### config.mk
export PLATFORM = sky130hd
export DESIGN_NAME = tcc_top
export DESIGN_NICKNAME = d
export VERILOG_FILES = /design/src/tcc_pkg.sv /design/src/tcc_counter.sv /design/src/tcc_top.sv
export SDC_FILE = /design/constraint.sdc
export NUM_CORES = 1
export LEC_CHECK = 0
export ABC_AREA = 1
export CAP_MARGIN = 0
export CORE_AREA = 2 2 122 124
export DETAILED_ROUTE_END_ITERATION = 16
export DIE_AREA = 0 0 124 126
export DONT_BUFFER_PORTS = 1
export GPL_TIMING_DRIVEN = 0
export PLACE_DENSITY = 0.79
export SLEW_MARGIN = 20
export SYNTH_ARGS = -nofsm -noshare
export SYNTH_HDL_FRONTEND = slang
export SYNTH_SLANG_ARGS = --single-unit
### constraint.sdc
create_clock -name aclk -period 9.75 [get_ports aclk]
set_clock_uncertainty 0.15 [all_clocks]
set_input_delay 0.4875 -clock aclk [delete_from_list [all_inputs] [get_ports aclk]]
set_output_delay 0.4875 -clock aclk [all_outputs]
set_load 0.05 [all_outputs]
### src/tcc_pkg.sv
// package of constants for the timer control-one block
package tcc_pkg;
    // ****************************************************************
    // register map
    // ****************************************************************
    localparam logic [7:0]  CTRL_ONE_OFF   = 8'h00;
    localparam logic [7:0]  EVT_GEN_OFF    = 8'h04;
    localparam logic [7:0]  STATUS_OFF     = 8'h08;
    localparam logic [7:0]  MASK_OFF       = 8'h0c;
    localparam logic [7:0]  COUNT_OFF      = 8'h10;
    localparam logic [7:0]  RELOAD_OFF     = 8'h14;
    localparam logic [7:0]  MODE_OFF       = 8'h18;
    // ****************************************************************
    // control-one fields
    // ****************************************************************
    localparam int          RUN_BIT        = 0;
    localparam int          INHIBIT_BIT    = 1;
    localparam int          SOURCE_BIT     = 2;
    localparam int          SHOT_BIT       = 3;
    localparam int          DIR_BIT        = 4;
    localparam int          ALIGN_LSB      = 5;
    localparam logic [6:0]  CTRL_RESET     = 7'h00;
    localparam logic [1:0]  ALIGN_EDGE     = 2'h0;
    localparam logic [1:0]  ALIGN_DOWN     = 2'h1;
    localparam logic [1:0]  ALIGN_UP       = 2'h2;
    localparam logic [1:0]  ALIGN_BOTH     = 2'h3;
    // ****************************************************************
    // status bits, slave modes, defaults
    // ****************************************************************
    localparam int          ST_UPDATE      = 0;
    localparam int          ST_COMPARE     = 1;
    localparam int          ST_TRIGGER     = 2;
    localparam logic [2:0]  SLV_OFF        = 3'h0;
    localparam logic [2:0]  SLV_ENCODER    = 3'h1;
    localparam logic [2:0]  SLV_PAUSE      = 3'h5;
    localparam logic [2:0]  SLV_EVENT      = 3'h6;
    localparam logic [2:0]  SLV_EXTCLK     = 3'h7;
    localparam logic [15:0] RELOAD_RESET   = 16'hffff;
    localparam logic [1:0]  RESP_OKAY      = 2'h0;
    localparam logic [1:0]  RESP_SLVERR    = 2'h2;
endpackage

### src/tcc_counter.sv
// counter core: edge or center-aligned counting with reload and compare
`timescale 1ns/1ps
module tcc_counter import tcc_pkg::*; #(
    parameter int WIDTH = 16
) (
    // clock and control
    input  wire logic             aclk,
    input  wire logic             aresetn,
    input  wire logic             clk_en,
    input  wire logic             run,
    input  wire logic [1:0]       align,
    input  wire logic             dir_sw,
    input  wire logic             reinit,
    input  wire logic             load_shadow,
    input  wire logic [WIDTH-1:0] reload_pre,
    input  wire logic [WIDTH-1:0] compare_val,
    // state and events
    output logic [WIDTH-1:0]      count,
    output logic                  dir_now,
    output logic                  wrap,
    output logic                  cmp_up,
    output logic                  cmp_down
);
    logic [WIDTH-1:0] reload_ff, nxt_reload;
    logic [WIDTH-1:0] cnt_ff,    nxt_cnt;
    logic             cdir_ff,   nxt_cdir;
    logic             hit;

    // next count; center modes fold at the reload and at zero
    always_comb begin
        nxt_reload = load_shadow ? reload_pre : reload_ff;
        nxt_cnt    = cnt_ff;
        nxt_cdir   = cdir_ff;
        wrap       = 1'b0;
        if (reinit) begin
            nxt_cnt  = (align == ALIGN_EDGE && dir_sw) ? reload_ff : '0;
            nxt_cdir = 1'b0;
        end else if (run) begin
            if (align == ALIGN_EDGE) begin
                if (!dir_sw) begin
                    wrap    = (cnt_ff >= reload_ff);
                    nxt_cnt = wrap ? '0 : cnt_ff + 1'b1;
                end else begin
                    wrap    = (cnt_ff == '0);
                    nxt_cnt = wrap ? reload_ff : cnt_ff - 1'b1;
                end
            end else if (!cdir_ff) begin
                if (cnt_ff + 1'b1 >= reload_ff) begin
                    wrap     = 1'b1;
                    nxt_cdir = 1'b1;
                end
                nxt_cnt = cnt_ff + 1'b1;
            end else begin
                if (cnt_ff == {{(WIDTH-1){1'b0}}, 1'b1}) begin
                    wrap     = 1'b1;
                    nxt_cdir = 1'b0;
                end
                nxt_cnt = cnt_ff - 1'b1;
            end
        end
    end

    always_ff @(posedge aclk) begin
        if (!aresetn) begin
            reload_ff <= RELOAD_RESET[WIDTH-1:0];
            cnt_ff    <= '0;
            cdir_ff   <= 1'b0;
        end else if (clk_en) begin
            reload_ff <= nxt_reload;
            cnt_ff    <= nxt_cnt;
            cdir_ff   <= nxt_cdir;
        end
    end

    // compare match, split by the direction of travel
    assign hit      = run && !reinit && (cnt_ff == compare_val);
    assign dir_now  = (align == ALIGN_EDGE) ? dir_sw : cdir_ff;
    assign cmp_up   = hit && !dir_now;
    assign cmp_down = hit && dir_now;
    assign count    = cnt_ff;
endmodule // tcc_counter

### src/tcc_top.sv
// timer control-one block with axi4-lite registers and interrupt
`timescale 1ns/1ps
module tcc_top import tcc_pkg::*; #(
    parameter int WIDTH = 16
) (
    // clock, reset, enable
    input  wire logic        aclk,
    input  wire logic        aresetn,
    input  wire logic        clk_en,
    // axi4-lite write
    input  wire logic [7:0]  s_axi_awaddr,
    input  wire logic        s_axi_awvalid,
    output logic             s_axi_awready,
    input  wire logic [31:0] s_axi_wdata,
    input  wire logic [3:0]  s_axi_wstrb,
    input  wire logic        s_axi_wvalid,
    output logic             s_axi_wready,
    output logic [1:0]       s_axi_bresp,
    output logic             s_axi_bvalid,
    input  wire logic        s_axi_bready,
    // axi4-lite read
    input  wire logic [7:0]  s_axi_araddr,
    input  wire logic        s_axi_arvalid,
    output logic             s_axi_arready,
    output logic [31:0]      s_axi_rdata,
    output logic [1:0]       s_axi_rresp,
    output logic             s_axi_rvalid,
    input  wire logic        s_axi_rready,
    // slave controller events, same clock
    input  wire logic        slave_update,
    input  wire logic        slave_reset,
    input  wire logic        slave_trigger,
    // outputs
    output logic             update_event,
    output logic             update_request,
    output logic             irq
);
    // ****************************************************************
    // state
    // ****************************************************************
    logic [6:0]       ctrl_ff,    nxt_ctrl;
    logic [2:0]       stat_ff,    nxt_stat;
    logic [2:0]       mask_ff,    nxt_mask;
    logic [2:0]       smode_ff,   nxt_smode;
    logic             chout_ff,   nxt_chout;
    logic [WIDTH-1:0] rpre_ff,    nxt_rpre;
    logic [WIDTH-1:0] cmp_ff,     nxt_cmp;
    logic             aw_ff,      nxt_aw;
    logic             w_ff,       nxt_w;
    logic [7:0]       awa_ff,     nxt_awa;
    logic [31:0]      wd_ff,      nxt_wd;
    logic             bv_ff,      nxt_bv;
    logic [1:0]       br_ff,      nxt_br;
    logic             rv_ff,      nxt_rv;
    logic [31:0]      rd_ff,      nxt_rd;
    logic [1:0]       rr_ff,      nxt_rr;
    logic             ue_ff,      nxt_ue;
    logic             ur_ff,      nxt_ur;
    logic             irq_ff,     nxt_irq;
    logic             ug_ff,      nxt_ug;
    logic             awrdy_ff,   nxt_awrdy;
    logic             wrdy_ff,    nxt_wrdy;
    logic             arrdy_ff,   nxt_arrdy;
    logic [WIDTH-1:0] count;
    logic             dir_now, wrap, cmp_up, cmp_down;
    logic             do_wr, do_rd, run, upd_evt, upd_flag, reinit, cmp_flag;
    logic             center, dir_locked;

    // register decode, shared by read and write paths
    function automatic logic known_addr(input logic [7:0] a);
        if (a == CTRL_ONE_OFF) return 1'b1;
        else if (a == EVT_GEN_OFF) return 1'b1;
        else if (a == STATUS_OFF) return 1'b1;
        else if (a == MASK_OFF) return 1'b1;
        else if (a == COUNT_OFF) return 1'b1;
        else if (a == RELOAD_OFF) return 1'b1;
        else if (a == MODE_OFF) return 1'b1;
        else return 1'b0;
    endfunction

    // ****************************************************************
    // counter core
    // ****************************************************************
    assign run    = ctrl_ff[RUN_BIT];
    assign center = ctrl_ff[ALIGN_LSB+1:ALIGN_LSB] != ALIGN_EDGE;
    // update-generate is a one-cycle pulse so it lines up with slave events
    // an inhibited slave update leaves the count alone; a slave reset never does
    assign reinit = ug_ff || slave_reset || (slave_update && !ctrl_ff[INHIBIT_BIT]);
    assign upd_evt = !ctrl_ff[INHIBIT_BIT] && (ug_ff || wrap || slave_update);
    assign upd_flag = upd_evt && (!ctrl_ff[SOURCE_BIT] || wrap);

    // compare flag gating by alignment, output channels only
    always_comb begin
        cmp_flag = 1'b0;
        if (!chout_ff) cmp_flag = cmp_up || cmp_down;
        else begin
            case (ctrl_ff[ALIGN_LSB+1:ALIGN_LSB])
                ALIGN_EDGE: cmp_flag = cmp_up || cmp_down;
                ALIGN_DOWN: cmp_flag = cmp_down;
                ALIGN_UP:   cmp_flag = cmp_up;
                default:    cmp_flag = cmp_up || cmp_down;
            endcase
        end
    end

    tcc_counter #(.WIDTH(WIDTH)) u_counter (
        .aclk        (aclk),
        .aresetn     (aresetn),
        .clk_en      (clk_en),
        .run         (run),
        .align       (ctrl_ff[ALIGN_LSB+1:ALIGN_LSB]),
        .dir_sw      (ctrl_ff[DIR_BIT]),
        .reinit      (reinit),
        .load_shadow (upd_evt),
        .reload_pre  (rpre_ff),
        .compare_val (cmp_ff),
        .count       (count),
        .dir_now     (dir_now),
        .wrap        (wrap),
        .cmp_up      (cmp_up),
        .cmp_down    (cmp_down)
    );

    // ****************************************************************
    // bus handshake and register next values
    // ****************************************************************
    // a write executes once both halves are held and no response is pending;
    // a new address may be taken while the response waits, it just stays held
    assign do_wr      = aw_ff && w_ff && !bv_ff;
    assign do_rd      = s_axi_arvalid && !rv_ff;
    assign dir_locked = center || (smode_ff == SLV_ENCODER);

    // write path, hardware updates and sticky status
    always_comb begin
        nxt_aw = aw_ff;
        nxt_w = w_ff;
        nxt_awa = awa_ff;
        nxt_wd = wd_ff;
        nxt_bv = bv_ff;
        nxt_br = br_ff;
        nxt_ctrl = ctrl_ff;
        nxt_mask = mask_ff;
        nxt_smode = smode_ff;
        nxt_chout = chout_ff;
        nxt_rpre = rpre_ff;
        nxt_cmp = cmp_ff;
        nxt_ug = 1'b0;
        nxt_stat = stat_ff;
        if (s_axi_awvalid && !aw_ff) begin
            nxt_aw  = 1'b1;
            nxt_awa = s_axi_awaddr;
        end
        if (s_axi_wvalid && !w_ff) begin
            nxt_w  = 1'b1;
            nxt_wd = s_axi_wdata;
        end
        if (bv_ff && s_axi_bready) nxt_bv = 1'b0;
        if (do_wr) begin
            nxt_aw = 1'b0;
            nxt_w  = 1'b0;
            nxt_bv = 1'b1;
            nxt_br = known_addr(awa_ff) ? RESP_OKAY : RESP_SLVERR;
            if (awa_ff == CTRL_ONE_OFF) begin
                nxt_ctrl = wd_ff[6:0];
                if (dir_locked) nxt_ctrl[DIR_BIT] = ctrl_ff[DIR_BIT];
            end else if (awa_ff == EVT_GEN_OFF) begin
                nxt_ug = wd_ff[0];
            end else if (awa_ff == STATUS_OFF) begin
                nxt_stat = stat_ff & ~wd_ff[2:0];
            end else if (awa_ff == MASK_OFF) begin
                nxt_mask = wd_ff[2:0];
            end else if (awa_ff == RELOAD_OFF) begin
                nxt_rpre = wd_ff[WIDTH-1:0];
            end else if (awa_ff == MODE_OFF) begin
                nxt_smode = wd_ff[2:0];
                nxt_chout = wd_ff[4];
                nxt_cmp   = wd_ff[16+WIDTH-1:16];
            end
        end
        // hardware events; each beats a same-cycle register write
        if (upd_evt && ctrl_ff[SHOT_BIT]) nxt_ctrl[RUN_BIT] = 1'b0;
        if (slave_trigger && smode_ff == SLV_EVENT) nxt_ctrl[RUN_BIT] = 1'b1;
        if (center) nxt_ctrl[DIR_BIT] = dir_now;
        if (upd_flag) nxt_stat[ST_UPDATE] = 1'b1;
        if (cmp_flag) nxt_stat[ST_COMPARE] = 1'b1;
        if (slave_trigger) nxt_stat[ST_TRIGGER] = 1'b1;
        nxt_ue  = upd_evt;
        nxt_ur  = upd_flag;
        // irq follows next status and mask so it lands with them
        nxt_irq = |(nxt_stat & nxt_mask);
        // ready mirrors an empty holding slot, kept in a flop for a clean pin
        nxt_awrdy = !nxt_aw;
        nxt_wrdy  = !nxt_w;
    end

    // read path; one-cycle read answer
    // trade-off: count is sampled when the address is taken, so by the time
    // rvalid is seen the value is one cycle old
    always_comb begin
        nxt_rv = rv_ff;
        nxt_rd = rd_ff;
        nxt_rr = rr_ff;
        if (rv_ff && s_axi_rready) nxt_rv = 1'b0;
        if (do_rd) begin
            nxt_rv = 1'b1;
            nxt_rr = known_addr(s_axi_araddr) ? RESP_OKAY : RESP_SLVERR;
            nxt_rd = 32'h0000_0000;
            if (s_axi_araddr == CTRL_ONE_OFF) nxt_rd[6:0] = ctrl_ff;
            else if (s_axi_araddr == STATUS_OFF) nxt_rd[2:0] = stat_ff;
            else if (s_axi_araddr == MASK_OFF) nxt_rd[2:0] = mask_ff;
            else if (s_axi_araddr == COUNT_OFF) nxt_rd[WIDTH-1:0] = count;
            else if (s_axi_araddr == RELOAD_OFF) nxt_rd[WIDTH-1:0] = rpre_ff;
            else if (s_axi_araddr == MODE_OFF) begin
                nxt_rd[2:0] = smode_ff;
                nxt_rd[4]   = chout_ff;
                nxt_rd[16+WIDTH-1:16] = cmp_ff;
            end
        end
        // no new address while an answer stands
        nxt_arrdy = !nxt_rv;
    end

    // ****************************************************************
    // registers
    // ****************************************************************
    // all state holds while clk_en is low, the bus handshake included
    always_ff @(posedge aclk) begin
        if (!aresetn) begin
            ctrl_ff <= CTRL_RESET;
            stat_ff <= 3'h0;
            mask_ff <= 3'h0;
            smode_ff <= SLV_OFF;
            chout_ff <= 1'b0;
            rpre_ff <= RELOAD_RESET[WIDTH-1:0];
            cmp_ff <= '0;
            aw_ff <= 1'b0;
            w_ff <= 1'b0;
            awa_ff <= 8'h00;
            wd_ff <= 32'h0000_0000;
            bv_ff <= 1'b0;
            br_ff <= RESP_OKAY;
            rv_ff <= 1'b0;
            rd_ff <= 32'h0000_0000;
            rr_ff <= RESP_OKAY;
            ue_ff <= 1'b0;
            ur_ff <= 1'b0;
            irq_ff <= 1'b0;
            ug_ff <= 1'b0;
            awrdy_ff <= 1'b1;
            wrdy_ff <= 1'b1;
            arrdy_ff <= 1'b1;
        end else if (clk_en) begin
            ctrl_ff <= nxt_ctrl;
            stat_ff <= nxt_stat;
            mask_ff <= nxt_mask;
            smode_ff <= nxt_smode;
            chout_ff <= nxt_chout;
            rpre_ff <= nxt_rpre;
            cmp_ff <= nxt_cmp;
            aw_ff <= nxt_aw;
            w_ff <= nxt_w;
            awa_ff <= nxt_awa;
            wd_ff <= nxt_wd;
            bv_ff <= nxt_bv;
            br_ff <= nxt_br;
            rv_ff <= nxt_rv;
            rd_ff <= nxt_rd;
            rr_ff <= nxt_rr;
            ue_ff <= nxt_ue;
            ur_ff <= nxt_ur;
            irq_ff <= nxt_irq;
            ug_ff <= nxt_ug;
            awrdy_ff <= nxt_awrdy;
            wrdy_ff <= nxt_wrdy;
            arrdy_ff <= nxt_arrdy;
        end
    end

    // ready flags are registers: accept only while the holding slot is empty
    // limitation: wstrb is ignored, every write acts as if all four byte strobes were set
    assign s_axi_awready  = awrdy_ff;
    assign s_axi_wready   = wrdy_ff;
    assign s_axi_arready  = arrdy_ff;
    assign s_axi_bvalid   = bv_ff;
    assign s_axi_bresp    = br_ff;
    assign s_axi_rvalid   = rv_ff;
    assign s_axi_rdata    = rd_ff;
    assign s_axi_rresp    = rr_ff;
    assign update_event   = ue_ff;
    assign update_request = ur_ff;
    assign irq            = irq_ff;
endmodule // tcc_top

; ---- After elaboration in Yosys (flattened, before gate mapping)
; Cells that the tools add are included.
; W data, S select, Z words.
[word_totals]
ram_bits = 0
n_memories = 0
latchBits = 0
inputBits = 63
register_bits = 169
mem_bits_ro = 0
out_inout_bits = 44
[op_classes]
n_eq_ne = 20
mux = 86
div = 0
multipliers = 0
magnitude_cmp = 2
bitwise = 8
reduce_logical = 60
shift = 0
n_addsub = 2
[op_table]
columns = cell, n
row1 = $mux W16, 12
row2 = $mux W29, 2
row3 = $mux W1, 51
row4 = $eq A8 B5 Y1 const B, 6
row5 = $mux W3, 13
row6 = $eq A8 B4 Y1 const B, 4
row7 = $ge A16 B16 Y1, 2
row8 = $mux W25, 1
row9 = $logic_and A1 B1 Y1, 17
row10 = $add A16 B1 Y16 const B, 1
row11 = $eq A16 B1 Y1 const B, 1
row12 = $eq A16 B16 Y1, 1
row13 = $eq A8 B3 Y1 const B, 2
row14 = $logic_not A16 Y1, 1
row15 = $logic_not A8 Y1, 2
row16 = $sub A16 B1 Y16 const B, 1
row17 = $reduce_and A2 Y1, 7
row18 = $logic_not A1 Y1, 11
row19 = $mux W11, 1
row20 = $mux W5, 2
row21 = $reduce_bool A2 Y1, 5
row22 = $reduce_and A3 Y1, 3
row23 = $reduce_and A8 Y1, 1
row24 = $logic_or A1 B1 Y1, 7
row25 = 17 further kinds, 24

; ---- Longest topological paths before layout
[logic_depth]
word_depth = 14
depth_mapped = 25

; ---- By module
; Synthesis repeated with hierarchy kept, for this count alone.
[unflattened]
cells_unflattened = 1338
hier_area_um2 = 9620.5
[modules_own_cells]
columns = mod, n_inst, cells_per_inst, area_each_um2
row1 = tcc_top, 1, 721, 5754.3
row2 = tcc_counter, 1, 617, 3866.2

; ---- Least setup slack after synthesis
; No wires, ideal clock.
[synth_timing]
path_kind = reg2reg
startpoint = reg u_counter.cnt_ff[0], in the netlist u_counter.count[0]
endpoint = reg u_counter.reload_ff[5]
setup_ps = 143
stages_incl_launch_ff = 22
required_ps = 9457
arrival_time_ps = 2787
n_path_buf = 1
slack_ps = 6670
cell_sequence = dfxtp_1 -> ha_1 -> nand3_1 -> nor2_1 -> nand2_1 -> nor2_2 -> nand2_1 -> nor2_2 -> nand2_1 -> xor2_1 -> inv_1 -> ha_1 -> nand2_1 -> nor4_1 -> nand2_1 -> nand3_1 -> nand3_2 -> nand2_2 -> nand3_4 -> buf_6 -> nand2_2 -> o211ai_2
[synth_via]
elab_chain_cells = 11
[synth_lines]
columns = element, line
row1 = start: declaration, tcc_counter.sv:25  ; logic [WIDTH-1:0] cnt_ff, nxt_cnt;
row2 = start signal: assignment, tcc_counter.sv:70  ; cnt_ff <= nxt_cnt;
row3 = $add A16 B1 Y16, tcc_counter.sv:48  ; if (cnt_ff + 1'b1 >= reload_ff) begin
row4 = $ge A16 B16 Y1, tcc_counter.sv:48
row5 = $mux W1, tcc_counter.sv:48
row6 = $mux W1, tcc_counter.sv:47  ; end else if (!cdir_ff) begin
row7 = $mux W1 *, tcc_counter.sv:39  ; if (align == ALIGN_EDGE) begin
row8 = $mux W1 *, tcc_counter.sv:38  ; end else if (run) begin
row9 = $mux W1 *, tcc_counter.sv:35  ; if (reinit) begin
row10 = $logic_or A1 B1 Y1 * (2 in series), tcc_top.sv:89  ; assign upd_evt = !ctrl_ff[INHIBIT_BIT] && (ug_ff || wrap || slave_update);
row11 = $logic_and A1 B1 Y1 *, tcc_top.sv:89
row12 = $reduce_and A2 Y1 (no source line) *, n/a
row13 = end signal: assignment, tcc_counter.sv:65  ; reload_ff <= RELOAD_RESET[WIDTH-1:0];
row14 = end signal: assignment, tcc_counter.sv:69  ; reload_ff <= nxt_reload;
row15 = end: declaration, tcc_counter.sv:24  ; logic [WIDTH-1:0] reload_ff, nxt_reload;
; Every way passes the cells marked *; elsewhere a longest branch is shown, timed or not.
; A chain may end at the register's enable or synchronous reset.

; ---- Worst setup path after layout
[layout_timing]
startpoint = reg u_counter.cnt_ff[0], in the netlist u_counter.count[0]
endpoint = reg u_counter.reload_ff[9]
; Same word-level chain as after synthesis.

==> flow_metrics.tcl <==
set metrics [dict create \
    outcome "completed" \
    clkSinkCount 167 \
    power_density_mw_per_mm2 164 \
    drt_iter0_drc 868 \
    grt_max_degree 18 \
    synth_cells 1243 \
    route.detailed.drc 0 \
    crit_buf_inv 2 \
    grt_pass1_wl_mm 43.6 \
    wl_mm 27.7 \
    cp_slowest_cell "dfxtp_1" \
    p_leak_nw 4.51 \
    path_clk_slew_ns 0.07 \
    post_cts_resized 0 \
    slew_headroom_pct 33.8 \
    synth_area_leaders "dfxtp_1 37%, nand2_1 8.2%, a21oi_1 8.0%" \
    drv_cap 0 \
    numCtsBuffers 17 \
    die_h_um 126 \
    die_area_mm2 0.0156 \
    grt_pass1_vias 8444 \
    yosysTopAreaCellShare_pct 36.8 \
    clk_latency_ns 0.44 \
    rsz0062_at_grt "no" \
    fp.dieW_um 124 \
    synth_edf_count 0 \
    nets 1365 \
    antenna_cells 0 \
    worstSetupEndpointType "register" \
    path_class "reg2reg" \
    routedWlPerCell_um 19.0 \
    finalSetupTns_ns 0 \
    core_mm2 0.0143 \
    hold_buffers 0 \
    yosysSeqAreaShare_pct 36.8 \
    avgSynthCellArea_um2 7.30 \
    final_layout_size_suffix_gt1_share_pct 9.56 \
    cts_setup_buffers 0 \
    synth_area_mm2 0.00908 \
    antenna_found_initial 0 \
    finalInstanceArea_mm2 0.00990 \
    setup_viol 0 \
    gr-total-overflow 0 \
    yosysUniqueCellTypes 50 \
    fp-row-count 44 \
    viasPerCell 6.09 \
    io_buffers 0 \
    synth_common_cells "199 x nand2_1, 167 x dfxtp_1, 152 x inv_1" \
    max_freq_ghz 0.247 \
    hp-class "in2reg" \
    cp.required_ns 9.89 \
    cpPeakStageDelay_ns 0.56 \
    tightest_slew_ns 0.986 \
    cpMostUsedCell "nand2_1" \
    dr.pass1.iters 6 \
    synth_seq_cells 167 \
    period_share_pct 41.5 \
    startpoint_type "register" \
    dp_hpwl_mm 20.6 \
    clockBufferDepth 2 \
    cts_tree "done" \
    ys_async_sr_fraction_pct 0 \
    place_area_mm2 0.00931 \
    gp_congestion 1.04 \
    path_delay_family "simple AND/OR/NAND/NOR gates" \
    start_util_pct 63.4 \
    fin_crit_ns 4.05 \
    cts_root_buffer "clkbuf_16" \
    synth_most_common_cell "nand2_1" \
    cp_max_fo 10 \
    crit_arrival_ns 4.18 \
    dr_total_vias 8886 \
    yosys_warnings 0 \
    io-pin-count 107 \
    slew_violations 0 \
    syn_to_final_growth_pct 9.01 \
    ant_nets 0 \
    path_cells "ha_1, nand3_1, nor2_1, nand2_1, nor2_2, nand2_1, nor2_2, nand2_1, xor2_1, inv_1, ha_1, nand2_1, nor4_1, nand2_1, nand3_1, nand3_2, nand2_2, nand3_4, buf_6, nand2_2, o211ai_2" \
    synth_ff_type "dfxtp_1" \
    ir_drop_mv 0.135 \
    htree_levels 4 \
    grtUsageTotal_pct 36.7 \
    finalHoldViolations 0 \
    yosys.area.top_type "dfxtp_1" \
    fillers 1292 \
]
## where the power goes
group	total [mW]	switching (mW)	internal, mW
Clock	0.674	0.311	0.362
Sequential	0.743	0.0350	0.708
Combinational	0.206	0.142	0.0635
## cell families (layout without fill, tap and decap cells)
| kind of cell | count (synthesis) | after routing | share of synthesized area (%) |
|---|---|---|---|
| AOI/OAI and AO/OA | 360 | 360 | 23.0 |
| and+or+nand+nor | 410 | 410 | 20.4 |
| xor gates and xnor gates | 37 | 37 | 3.65 |
| DFF | 167 | 167 | 36.8 |
| buffers and inverters | 229 | 261 | 10.7 |
| adders and majority gates | 39 | 39 | 5.38 |
| other | 1 | 2 | 0.0413 |
## worst reg2reg max path, delay by kind of cell, from the launching register on
kind	cells	cell delay, ns
flip-flops	1	0.56
AND/OR/NAND/NOR	15	2.13
adder cells (fa/ha/maj)	2	0.54
buffers and inverters	2	0.26
AO/OA/AOI/OAI	1	0.07
XOR/XNOR	1	0.19
## sequential cells by signal (all words and copies together), names as in the netlist, 3 cells and up
| register | cells |
|---|---|
| awa_ff | 8 |
| cmp_ff | 16 |
| ctrl_ff | 7 |
| mask_ff | 3 |
| rpre_ff | 16 |
| s_axi_rdata | 32 |
| smode_ff | 3 |
| stat_ff | 3 |
| u_counter.count | 16 |
| u_counter.reload_ff | 16 |
| wd_ff | 32 |
## metal layers
| layer | track usage, % | routed length, µm | vias to the layer above |
|---|---|---|---|
| li1 | - | - | 4179 |
| met5 | 0 | 0 | - |
| met1 | 46.6 | 10800 | 4074 |
| met3 | 10.7 | 2990 | 105 |
| met4 | 20.0 | 1630 | 0 |
| met2 | 55.9 | 12300 | 528 |
## final cells by class
| class | instances | area (µm²) | area share (%) |
|---|---|---|---|
| Sequential cell | 167 | 3340 | 33.8 |
| Clock inverter | 15 | 159 | 1.61 |
| Buffer | 69 | 367 | 3.70 |
| Tap cell | 184 | 230 | 2.33 |
| Inverter | 160 | 601 | 6.07 |
| Multi-Input combinational cell | 848 | 4770 | 48.2 |
| Clock buffer | 17 | 425 | 4.30 |
## worst paths after layout
kind / start / endpoint / slack [ns] / cells past startpoint
max reg2reg: u_counter.count[0] / u_counter.reload_ff[9] / 5.70 / 21
max: u_counter.count[0] / u_counter.reload_ff[9] / 5.70 / 21
min: s_axi_wdata[11] / wd_ff[11] / 0.03 / 2
min reg2reg: awa_ff[5] / awa_ff[5] / 0.30 / 2
## placed cells by master (no fill, tap or decap), drive strengths merged, types with 2 or more instances in the layout
cell type / Yosys / layout
clkinvlp: 0 / 2
xor2: 28 / 28
o311ai: 2 / 2
buf: 29 / 29
nand4: 13 / 13
ha: 39 / 39
nand3: 59 / 59
xnor2: 9 / 9
o211ai: 52 / 52
nor4: 4 / 4
nor2: 102 / 102
a21oi: 147 / 147
clkbuf: 40 / 57
conb: 1 / 2
o2111ai: 3 / 3
o21ai: 132 / 132
a21o: 3 / 3
a31oi: 5 / 5
o22ai: 7 / 7
dfxtp: 167 / 167
nand2: 218 / 218
a21boi: 2 / 2
nor3: 13 / 13
clkinv: 2 / 5
inv: 158 / 167
o221ai: 2 / 2
## per-stage QoR
step / instances / power, mW / worst slack [ns] / hold slack, ns / utilization, %
global route: 1460 / 1.68 / 5.50 / 0.0422 / 69.1
CTS: 1460 / 1.62 / 5.84 / 0.0328 / 69.1
floorplan: 1244 / 0.900 / 6.67 / 0.279 / -
detailed placement: 1428 / 0.956 / 5.88 / 0.297 / 65.1
finish: 1460 / 1.62 / 5.70 / 0.0343 / 69.1
global placement: 1428 / 0.951 / 5.92 / 0.288 / 65.1
(Power assumes the default switching activity.)
